===== src/hdl/drf_pkg.sv =====
// Purpose: shared constants for the row refresh controller
// Assumes: 200 MHz clock, 85 ns speed grade timing
// Notes: pin strobes are active low at the memory
package drf_pkg;
    // clock period in picoseconds
    localparam int CLK_PERIOD_PS = 5000;
    // refresh interval and row count
    localparam int REFRESH_INTERVAL_US = 8000;
    localparam int ROW_COUNT = 512;
    localparam int ROW_BITS = 9;
    // cells restored per refresh cycle
    localparam int CELLS_PER_ROW = 2048;
    // distributed spacing, microseconds
    localparam int DIST_SPACING_US = 15;
    // timing in nanoseconds
    localparam int RANDOM_CYCLE_TIME_NS = 165;
    localparam int ROW_STROBE_ACTIVE_TIME_NS = 85;
    localparam int ROW_STROBE_PRECHARGE_TIME_NS = 80;
    localparam int COLSTROBE_SETUP_BEFORE_ROWSTROBE_NS = 10;
    localparam int COLSTROBE_HOLD_AFTER_ROWSTROBE_NS = 15;
    // least times round up
    function automatic int ns2cyc(input int ns);
        int c;
        c = (ns * 1000 + CLK_PERIOD_PS - 1) / CLK_PERIOD_PS;
        return (c < 1) ? 1 : c;
    endfunction
    // longest time rounds down
    function automatic int us2cycDn(input int us);
        int c;
        // widen first: the full interval overflows a 32-bit product
        c = int'((longint'(us) * 1000000) / CLK_PERIOD_PS);
        return (c < 1) ? 1 : c;
    endfunction
    localparam int RAS_ACT_CYC = ns2cyc(ROW_STROBE_ACTIVE_TIME_NS);
    localparam int RAS_PRE_CYC = ns2cyc(ROW_STROBE_PRECHARGE_TIME_NS);
    localparam int CSR_CYC = ns2cyc(COLSTROBE_SETUP_BEFORE_ROWSTROBE_NS);
    localparam int CHR_CYC = ns2cyc(COLSTROBE_HOLD_AFTER_ROWSTROBE_NS);
    localparam int CYCLE_CYC = ns2cyc(RANDOM_CYCLE_TIME_NS);
    localparam int DIST_CYC = us2cycDn(DIST_SPACING_US);
    localparam int INTERVAL_CYC = us2cycDn(REFRESH_INTERVAL_US);
    // refresh methods
    typedef enum logic [1:0] {
        DRF_M_RASONLY = 2'h0,
        DRF_M_CBR = 2'h1,
        DRF_M_HIDDEN = 2'h2
    } drf_method_t;
endpackage


===== src/hdl/drf_ctrl.sv =====
// Purpose: refresh scheduler and strobe sequencer driving the memory pins
// Assumes: access engine outside hands the pins over via accReq/accHolding/accGrant
// Notes: strobes active low; no page, nibble or static column modes
`timescale 1ns/10ps
module drf_ctrl #(
    parameter int DIST_PERIOD = drf_pkg::DIST_CYC,
    parameter int INTERVAL = drf_pkg::INTERVAL_CYC
) (
    input wire logic clk,
    input wire logic sys_rst,
    input wire drf_pkg::drf_method_t method,
    input wire logic burstMode,
    input wire logic enable,
    input wire logic fastModeActive,
    input wire logic accReq,
    input wire logic accHolding,
    output logic accGrant,
    output logic refBusy,
    output logic rowStrobeN,
    output logic colStrobeN,
    output logic [9:0] addr,
    output logic addrOe,
    output logic writeInhibit,
    output logic [8:0] refRow,
    output logic sweepDone,
    output logic overdue
);
    import drf_pkg::*;
    // sequencer states, one-hot
    typedef enum logic [6:0] {
        S_IDLE = 7'h01,
        S_CSR = 7'h02,
        S_ACT = 7'h04,
        S_PRE = 7'h08,
        S_HPRE = 7'h10,
        S_GAP = 7'h20,
        S_DONE = 7'h40
    } drf_state_t;
    // all module state
    typedef struct packed {
        drf_state_t st;
        logic [15:0] tmr;
        logic [9:0] burstLeft;
        logic [31:0] ageCnt;
        logic pending;
        logic ras;
        logic cas;
        logic [9:0] addr;
        logic addrOe;
        logic inhib;
        logic overdue;
        drf_method_t m;
    } drf_st_t;
    drf_st_t st_r, st_nxt;
    logic tick;
    logic advance;
    logic [ROW_BITS-1:0] rowCnt;
    logic wrap;
    // distributed spacing enable
    drf_tick_gen #(.PERIOD(DIST_PERIOD)) drf_tick_gen_inst (
        .clk(clk),
        .sys_rst(sys_rst),
        .enable(enable),
        .tick(tick)
    );
    // external row counter
    drf_row_ctr #(.ROWS(ROW_COUNT)) drf_row_ctr_inst (
        .clk(clk),
        .sys_rst(sys_rst),
        .advance(advance),
        .row(rowCnt),
        .wrap(wrap)
    );
    // sequencer and scheduler
    always_comb begin
        st_nxt = st_r;
        advance = 1'b0;
        // interval watchdog for a whole sweep
        if (wrap) begin
            st_nxt.ageCnt = '0;
        end else if (enable && st_r.ageCnt != 32'hFFFFFFFF) begin
            st_nxt.ageCnt = st_r.ageCnt + 32'h1;
        end
        if (st_r.ageCnt >= 32'(INTERVAL)) begin
            st_nxt.overdue = 1'b1;
        end
        // a new request is held until served; set wins except at a burst start, which drops it
        if (tick) begin
            st_nxt.pending = 1'b1;
        end
        unique case (st_r.st)
            S_IDLE: begin
                // wait for random mode and a free bus
                if ((st_r.pending || tick) && !fastModeActive && !accReq) begin
                    st_nxt.m = method;
                    st_nxt.burstLeft = burstMode ? 10'(ROW_COUNT) : 10'h1;
                    // keep only a tick that lands on a pending start outside burst mode
                    st_nxt.pending = st_r.pending && tick && !burstMode;
                    if (method == DRF_M_HIDDEN && accHolding) begin
                        // end access: row up, column stays low
                        st_nxt.ras = 1'b1;
                        st_nxt.cas = 1'b0;
                        st_nxt.inhib = 1'b1;
                        st_nxt.tmr = 16'(RAS_PRE_CYC - 1);
                        st_nxt.st = S_HPRE;
                    end else if (method == DRF_M_RASONLY) begin
                        st_nxt.addr = {1'b0, rowCnt};
                        st_nxt.addrOe = 1'b1;
                        st_nxt.ras = 1'b0;
                        st_nxt.cas = 1'b1;
                        st_nxt.tmr = 16'(RAS_ACT_CYC - 1);
                        st_nxt.st = S_ACT;
                    end else begin
                        // column first, then row
                        st_nxt.cas = 1'b0;
                        st_nxt.addrOe = 1'b0;
                        st_nxt.tmr = 16'(CSR_CYC - 1);
                        st_nxt.m = DRF_M_CBR;
                        st_nxt.st = S_CSR;
                    end
                end
            end
            S_CSR: begin
                if (st_r.tmr == 16'h0) begin
                    st_nxt.ras = 1'b0;
                    st_nxt.tmr = 16'(RAS_ACT_CYC - 1);
                    st_nxt.st = S_ACT;
                end else begin
                    st_nxt.tmr = st_r.tmr - 16'h1;
                end
            end
            S_HPRE: begin
                // precharge with column still low
                if (st_r.tmr == 16'h0) begin
                    st_nxt.ras = 1'b0;
                    st_nxt.tmr = 16'(RAS_ACT_CYC - 1);
                    st_nxt.st = S_ACT;
                end else begin
                    st_nxt.tmr = st_r.tmr - 16'h1;
                end
            end
            S_ACT: begin
                // column hold is shorter than active time
                if (st_r.m == DRF_M_CBR &&
                    st_r.tmr == 16'(RAS_ACT_CYC - 1 - CHR_CYC)) begin
                    st_nxt.cas = 1'b1;
                end
                if (st_r.tmr == 16'h0) begin
                    st_nxt.ras = 1'b1;
                    st_nxt.tmr = 16'(RAS_PRE_CYC - 1);
                    st_nxt.st = S_PRE;
                end else begin
                    st_nxt.tmr = st_r.tmr - 16'h1;
                end
            end
            S_PRE: begin
                // full cycle: active plus precharge
                if (st_r.tmr == 16'h0) begin
                    advance = (st_r.m == DRF_M_RASONLY);
                    st_nxt.addrOe = 1'b0;
                    st_nxt.burstLeft = st_r.burstLeft - 10'h1;
                    st_nxt.st = (st_r.burstLeft == 10'h1) ? S_DONE : S_GAP;
                end else begin
                    st_nxt.tmr = st_r.tmr - 16'h1;
                end
            end
            S_GAP: begin
                // next burst row back to back
                if (st_r.m == DRF_M_RASONLY) begin
                    st_nxt.addr = {1'b0, rowCnt};
                    st_nxt.addrOe = 1'b1;
                    st_nxt.ras = 1'b0;
                    st_nxt.tmr = 16'(RAS_ACT_CYC - 1);
                    st_nxt.st = S_ACT;
                end else if (st_r.m == DRF_M_CBR) begin
                    st_nxt.cas = 1'b0;
                    st_nxt.tmr = 16'(CSR_CYC - 1);
                    st_nxt.st = S_CSR;
                end else begin
                    // hidden: column still low, re-lower row
                    st_nxt.ras = 1'b0;
                    st_nxt.tmr = 16'(RAS_ACT_CYC - 1);
                    st_nxt.st = S_ACT;
                end
            end
            S_DONE: begin
                // release column and write hold
                st_nxt.cas = 1'b1;
                st_nxt.inhib = 1'b0;
                st_nxt.st = S_IDLE;
            end
            default: begin
                st_nxt.st = S_IDLE;
            end
        endcase
    end
    // register the state
    always_ff @(posedge clk) begin
        if (sys_rst) begin
            st_r <= '{st: S_IDLE, tmr: '0, burstLeft: '0, ageCnt: '0,
                      pending: 1'b0, ras: 1'b1, cas: 1'b1, addr: '0,
                      addrOe: 1'b0, inhib: 1'b0, overdue: 1'b0, m: DRF_M_RASONLY};
        end else begin
            st_r <= st_nxt;
        end
    end
    // pin and status outputs
    assign refBusy = (st_r.st != S_IDLE);
    assign accGrant = (st_r.st == S_IDLE) && !st_r.pending;
    assign rowStrobeN = st_r.ras;
    assign colStrobeN = st_r.cas;
    assign addr = st_r.addr;
    assign addrOe = st_r.addrOe;
    assign writeInhibit = st_r.inhib;
    assign refRow = rowCnt;
    assign sweepDone = wrap;
    assign overdue = st_r.overdue;
endmodule


===== src/hdl/drf_tick_gen.sv =====
// Purpose: periodic one-cycle enable for distributed refresh spacing
// Assumes: single clock, synchronous active-high reset
// Notes: period is a parameter so simulation can shorten it
`timescale 1ns/10ps
module drf_tick_gen #(
    parameter int PERIOD = 3000
) (
    input wire logic clk,
    input wire logic sys_rst,
    input wire logic enable,
    output logic tick
);
    import drf_pkg::*;
    // state of the divider
    typedef struct packed {
        logic [31:0] cnt;
        logic tick;
    } drf_tick_st_t;
    drf_tick_st_t st_r, st_nxt;
    // count down, pulse on wrap
    always_comb begin
        st_nxt = st_r;
        st_nxt.tick = 1'b0;
        if (!enable) begin
            st_nxt.cnt = 32'(PERIOD - 1);
        end else if (st_r.cnt == 32'h0) begin
            st_nxt.cnt = 32'(PERIOD - 1);
            st_nxt.tick = 1'b1;
        end else begin
            st_nxt.cnt = st_r.cnt - 32'h1;
        end
    end
    // register the state
    always_ff @(posedge clk) begin
        if (sys_rst) begin
            st_r <= '0;
        end else begin
            st_r <= st_nxt;
        end
    end
    assign tick = st_r.tick;
endmodule


===== src/hdl/drf_row_ctr.sv =====
// Purpose: external refresh row counter for row-strobe-only refresh
// Assumes: advanced once per completed row-only refresh cycle
// Notes: wraps modulo the row count
`timescale 1ns/10ps
module drf_row_ctr #(
    parameter int ROWS = 512
) (
    input wire logic clk,
    input wire logic sys_rst,
    input wire logic advance,
    output logic [drf_pkg::ROW_BITS-1:0] row,
    output logic wrap
);
    import drf_pkg::*;
    // counter state
    typedef struct packed {
        logic [ROW_BITS-1:0] row;
        logic wrap;
    } drf_ctr_st_t;
    drf_ctr_st_t st_r, st_nxt;
    // step and wrap
    always_comb begin
        st_nxt = st_r;
        st_nxt.wrap = 1'b0;
        if (advance) begin
            if (st_r.row == ROW_BITS'(ROWS - 1)) begin
                st_nxt.row = '0;
                st_nxt.wrap = 1'b1;
            end else begin
                st_nxt.row = st_r.row + ROW_BITS'(1);
            end
        end
    end
    // register the state
    always_ff @(posedge clk) begin
        if (sys_rst) begin
            st_r <= '0;
        end else begin
            st_r <= st_nxt;
        end
    end
    assign row = st_r.row;
    assign wrap = st_r.wrap;
endmodule


===== config.mk =====
export PLATFORM = sky130hd
export DESIGN_NAME = drf_ctrl
export DESIGN_NICKNAME = d
export VERILOG_FILES = /design/src/hdl/drf_pkg.sv /design/src/hdl/drf_ctrl.sv /design/src/hdl/drf_tick_gen.sv /design/src/hdl/drf_row_ctr.sv
export SDC_FILE = /design/constraint.sdc
export NUM_CORES = 1
export LEC_CHECK = 0
export BUFFER_PORTS_ARGS = -buffer_cell sky130_fd_sc_hd__buf_2
export CAP_MARGIN = 30
export CORE_ASPECT_RATIO = 1.25
export CORE_UTILIZATION = 66
export DETAILED_ROUTE_END_ITERATION = 10
export GPL_ROUTABILITY_DRIVEN = 0
export PLACE_DENSITY_LB_ADDON = 0.15
export SYNTH_ARGS = -nofsm -noshare
export SYNTH_HDL_FRONTEND = slang
export SYNTH_SLANG_ARGS = --single-unit

===== constraint.sdc =====
create_clock -name clk -period 7.1 [get_ports clk]
set_input_delay 0 -clock clk [delete_from_list [all_inputs] [get_ports clk]]
set_output_delay 0 -clock clk [all_outputs]
set_load 0.03 [all_outputs]

Yosys cells after proc, flatten, opt, wreduce, memory -nomap -nowiden

Index checks and enable logic that the tools add are counted.

Memory bits (writable): 0
Output and inout port bits: 27
Input port bits: 9
Memories: 0
Bits in registers: 126
ROM bits: 0
Word-level logic and storage cells: 139
Bits in latches: 0

Eq/ne operators: 28
Magnitude comparators: 1
Add/subtract/negate cells: 5
$mul: 0
Div/mod/pow operators: 0
Reductions and logical operators: 38
Bitwise gates (word level): 2
Shift-type cells: 0
Mux-type cells: 48

Operators by type and width:

| kind                    | count |
|---|---|
| $pmux W16 S5            | 1 |
| $mux W16                | 3 |
| $mux W23                | 2 |
| $pmux W10 S2            | 2 |
| $mux W19                | 2 |
| $pmux W7 S5             | 1 |
| $mux W33                | 1 |
| $add A32 B1 Y32 const B | 1 |
| $ge A32 B21 Y1 const B  | 1 |
| $logic_not A32 Y1       | 1 |
| $ne A32 B32 Y1 const B  | 1 |
| $sub A32 B1 Y32 const B | 1 |
| $mux W10                | 3 |
| $mux W7                 | 4 |
| $mux W12                | 2 |
| $mux W11                | 2 |
| $ne A2 B2 Y1 const B    | 11 |
| $eq A16 B4 Y1 const B   | 1 |
| $logic_not A16 Y1       | 1 |
| $mux W1                 | 16 |
| $sub A16 B1 Y16 const B | 1 |
| $mux W15                | 1 |
| $reduce_and A5 Y1       | 3 |
| $eq A10 B1 Y1 const B   | 1 |
| 35 further kinds        | 59 |

Longest topological paths before layout

Depth after elaboration: 5
Depth in mapped cells: 9
Mapped depth without buffers: 8

Hierarchy

From an unflattened synthesis, not the netlist that was laid out.

Cell total of the unflattened synthesis: 768
Area, all modules: 6,522.5 um2

Modules (own cells, without submodules):

| module       | cells each | times used | area an instance (um2) | seq. area each (um2) |
|---|---|---|---|---|
| drf_ctrl     | 542        | 1          | 4,418.0                | 1,641.6 |
| drf_tick_gen | 178        | 1          | 1,651.6                | 660.6 |
| drf_row_ctr  | 48         | 1          | 452.9                  | 200.2 |

Worst setup path after synthesis

Ideal clock, no wire load.

Kind: register to register
Start: reg st_r[76] (netlist bit)
End: reg drf_row_ctr_inst.st_r (netlist bit drf_row_ctr_inst.row[5])
Clock period less this slack: 2,607 ps
Buffers on the path: 2
Setup time: 70 ps
Arrival: 2,537 ps
Required time: 7,030 ps
Stages on the path, launching flop included: 9
Setup slack: 4,493 ps
Path through: dfxtp_1 > buf_6 > or4_4 > or3_1 > buf_6 > nor4b_4 > nand4_4 > or3_1 > a21oi_1

Word-level cells in the longest chain between the ends: 2

RTL lines:

| element                | line              | source |
|---|---|---|
| from (decl)            | drf_ctrl.sv:54    | `drf_st_t st_r, st_nxt;` |
| from (signal assigned) | drf_ctrl.sv:200   | `st_r <= '{st: S_IDLE, tmr: '0, burstLeft: '0, ageCnt: '0,` |
| from (signal assigned) | drf_ctrl.sv:204   | `st_r <= st_nxt;` |
| $eq A7 B4 Y1           | drf_ctrl.sv:91    | `unique case (st_r.st)` |
| $mux W1                | drf_ctrl.sv:91    |  |
| to (signal assigned)   | drf_row_ctr.sv:39 | `st_r <= st_nxt;` |
| to (decl)              | drf_row_ctr.sv:20 | `drf_ctr_st_t st_r, st_nxt;` |

Every way passes these cells.
A chain may end at the register's enable or synchronous reset.

Final worst setup path

Start: reg st_r[80] (netlist bit)
End: reg st_r[75] (netlist bit)

Word-level cells in the longest chain between the ends: 4
Elaborated cells on any way between the ends: 12
Classes of those cells: eq/ne (8); mux (1); reduce/logical (3)

RTL lines:

| element                                      | line |
|---|---|
| $eq A7 B5 Y1 or $eq A7 B2 Y1 (tied branches) | drf_ctrl.sv:91 |
| $reduce_or A2 Y1 (no line)                   | n/a |
| $reduce_bool A5 Y1 (no line)                 | n/a |
| $reduce_and A3 Y1 (no line)                  | n/a |

Several ways; a longest one is shown, not always the timed one.

==> results.md <==
* Max Clock Freq at 306 MHz
* Chip height at 112 um
* Top-area cell type share of the netlist area at 39.5%
* Maximum vdd drop at between 200 and 300 uV
* Die area at 10000 um^2
* Clock power share at 38.3%
* Via/cell ratio at 6.01
* Most frequent cells in the layout: 129 x nor2_1, 125 x dfxtp_1, 55 x nand2_1
* Gr usage total at 29.3%
* Mapped Avg Cell Area at 8.24 um^2
* Port buffer count at 34
* Fin. Hold Viols at 0
* Crit path launch type: register
* Post-synthesis cell count at 769
* Initial antenna violation count at 0
* GRT overflow at 0
* Row cnt at 39
* Sequential share of power at 36.6%
* Stages on worst setup path at 6
* Clock insertion delay at the later pin of the skew report at 410 ps
* Routed wire length at 14.0 mm
* Reg clk slew, reported paths at 50 ps
* Die width at ~90 um
* Num CTS Buffers at 17
* Yosys warning total at 0
* Layout net count at between 800 and 900
* Post-layout minimum cycle time at ~3300 ps
* Post-synth top area cell: dfxtp_1
* Remaining DRCs at 0
* Crit. End Element: register
* Register area at 2500 um^2
* Sink Count at 125
* Area delta synth->final at 11.6%
* Slowest stage delay, CP at 670 ps
* Dpl hpwl at 9.55 mm
* Worst Tran Pin Value at around 1000 ps
* Commonest non-fill, non-tap cell in the layout: nor2_1
* Pin count of the biggest net entering global routing at 52
* Starting Density at 68.7%
* Required time worst endpoint at 7360 ps
* DR vias at 5,538
* Share of cells above drive strength 1 at 9.15%
* RSZ-0062 raised after global routing: false
* Switch share at between 30% and 40%
* Reg-to-Reg End: st_r[75]
* WL/cell at 15.2 um
* Remaining antenna violation count at 0
* CTS tree: done
* Fillcell total at between 600 and 700
* Initial DRC count at 250
* Static Leakage at 2.73 nW
* First-pass GRT wire length at 23.1 mm
* WP data arrival at 3530 ps
* Outcome: finished clean
* Area contributors post-synth: dfxtp_1 39%, nor2_1 7.6%, xnor2_1 5.7%, xor2_1 5.7%, nand2_1 3.3%
* Worst R2R Setup Slack at 3830 ps
* Setup CP Type: reg2reg
* CP Max Fanout at 16
* Power per Cell Area at approximately 310 nW/um^2
* Synthesized Nets at 789
* Root Driver: clkbuf_16
* Worst Clk Skew at 7.75 ps
* Pre-antenna DRT Iters at 5
* Setup Buffers After CTS at 0
* Max cap viols at 0
* Post-synthesis sequential area ratio at 39.5%
* Final Max Slew Viols at 0
* Placeable Area at roughly 9200 um^2
* Worst Hold Class: in2reg
* Post-synthesis async set-or-reset flop share at 0%
* H-Tree Depth at 4
* Final setup viols at 0
* IO Count at 36
* Fin Setup TNS at 0 ps
* Sw power at 701 uW
* Comb pwr share at 25.1%
* Critical-path cell list: or4_4, nor3_1, nand2_1, a2111oi_0, xnor2_1, nor2_1
* Distinct cells, synth at 56
* Total power at 2.21 mW
* R2R cell count at 6
* Vias in the first global route at 5,267
* Multi-input logic area at 3580 um^2
* Critical path launch point: st_r[80]
* Max_slew headroom at 32.4%
* Cell at the slowest stage of the critical path: nor3_1
* WP buf/inv at 0
* Clock Tree Buf Depth at 2
* Post-synth top flop: dfxtp_1
* P_int at 1.50 mW
* Register bit total from synthesis at 125
* Critical R2R Launch: st_r[80]
* Post-synthesis cell area at 6340 um^2
* Post-synth EDFFs at 0
* Top delay family on crit path: simple AND/OR/NAND/NOR gates
* Critical Path Sink: st_r[75]
* Ant diodes at 0
* Final worst-path cycle share at 46.0%
## flip-flops by register name (all words and copies together), names as in the netlist
register and count:
st_r 68, drf_tick_gen_inst.st_r 32, addr 9, drf_row_ctr_inst.row 9, addrOe 1, colStrobeN 1
drf_row_ctr_inst.wrap 1, drf_tick_gen_inst.tick 1, overdue 1, rowStrobeN 1, writeInhibit 1
## synth_stat cells (4+ instances only)
master / number
dfxtp_1: 125
and4_1: 4
or3_1: 9
nor3b_1: 7
buf_4: 10
nand3_1: 33
a311oi_1: 4
a211oi_1: 9
nor3_1: 29
nand4b_1: 4
or4_1: 8
nor2b_1: 5
ha_1: 11
mux2i_1: 14
clkbuf_1: 26
and2_1: 5
inv_1: 11
nor2_1: 129
nor4b_1: 4
and3_1: 13
nand4_1: 21
nand3b_1: 4
nand2b_1: 18
xor2_1: 41
or2_2: 6
nand2_1: 55
o21ai_0: 22
nor4_1: 18
o31ai_1: 6
a21oi_1: 41
xnor2_1: 41
a2111oi_0: 4
## per-layer routing
layer	routed length [um]	GRT usage [%]
met1	5970	34.5
met2	7140	49.3
met3	555	7.26
met4	354	13.0
met5	0	0
## what timing repair did
action,in CTS,in global routing
hold buffers,3,0
setup endpoints to repair,0,0
hold endpoints to repair,2,0
gates resized for setup,0,0
## power by group through the flow
stage          Clock [mW]  Combinational [mW]  Sequential (mW)
5_1_grt             0.887               0.605            0.815
3_3_place_gp            0               0.532            0.816
2_1_floorplan           0               0.450            0.799
6_report            0.845               0.554            0.807
3_5_place_dp            0               0.541            0.819
4_1_cts             0.857               0.548            0.804
## worst min path at each step
stage / from / to / cells after the start
2_1_floorplan: method[0] / st_r[0] / 2
3_3_place_gp: method[0] / st_r[0] / 3
3_5_place_dp: method[0] / st_r[0] / 3
4_1_cts: enable / drf_tick_gen_inst.tick / 2
5_1_grt: enable / st_r[19] / 3
6_report: enable / drf_tick_gen_inst.tick / 2
## stage by stage
step	setup slack, ps	cell area, um^2	hold WS, ps	instances	utilization, %
2_1_floorplan	4490	6340	176	769	-
3_3_place_gp	4060	6460	357	886	70.0
3_5_place_dp	3870	6460	360	886	70.0
4_1_cts	3870	7070	8.21	921	76.7
5_1_grt	3510	7070	19.6	921	76.7
6_report	3830	7070	29.5	921	76.7
## layout make-up
| cell class | count | area share, % |
|---|---|---|
| inverter | 11 | 0.584 |
| clock buffer | 20 | 6.17 |
| multi-input combinational | 592 | 50.7 |
| sequential | 125 | 35.4 |
| timing repair buffer | 38 | 2.94 |
| clock inverter | 12 | 2.07 |
| tap | 123 | 2.18 |
## cell families (layout without fill, tap and decap cells)
family | count (synthesis) | in the layout | synth area share, %
AOI/OAI and AO/OA | 107 | 107 | 10.5
xor gates and xnor gates | 82 | 82 | 11.3
adders and majority gates | 11 | 11 | 2.17
buffers and inverters | 52 | 81 | 3.95
DFF | 125 | 125 | 39.5
muxes | 14 | 14 | 2.21
other | 1 | 1 | 0.0592
and+or+nand+nor | 377 | 377 | 30.3
(Power assumes the default switching activity.)
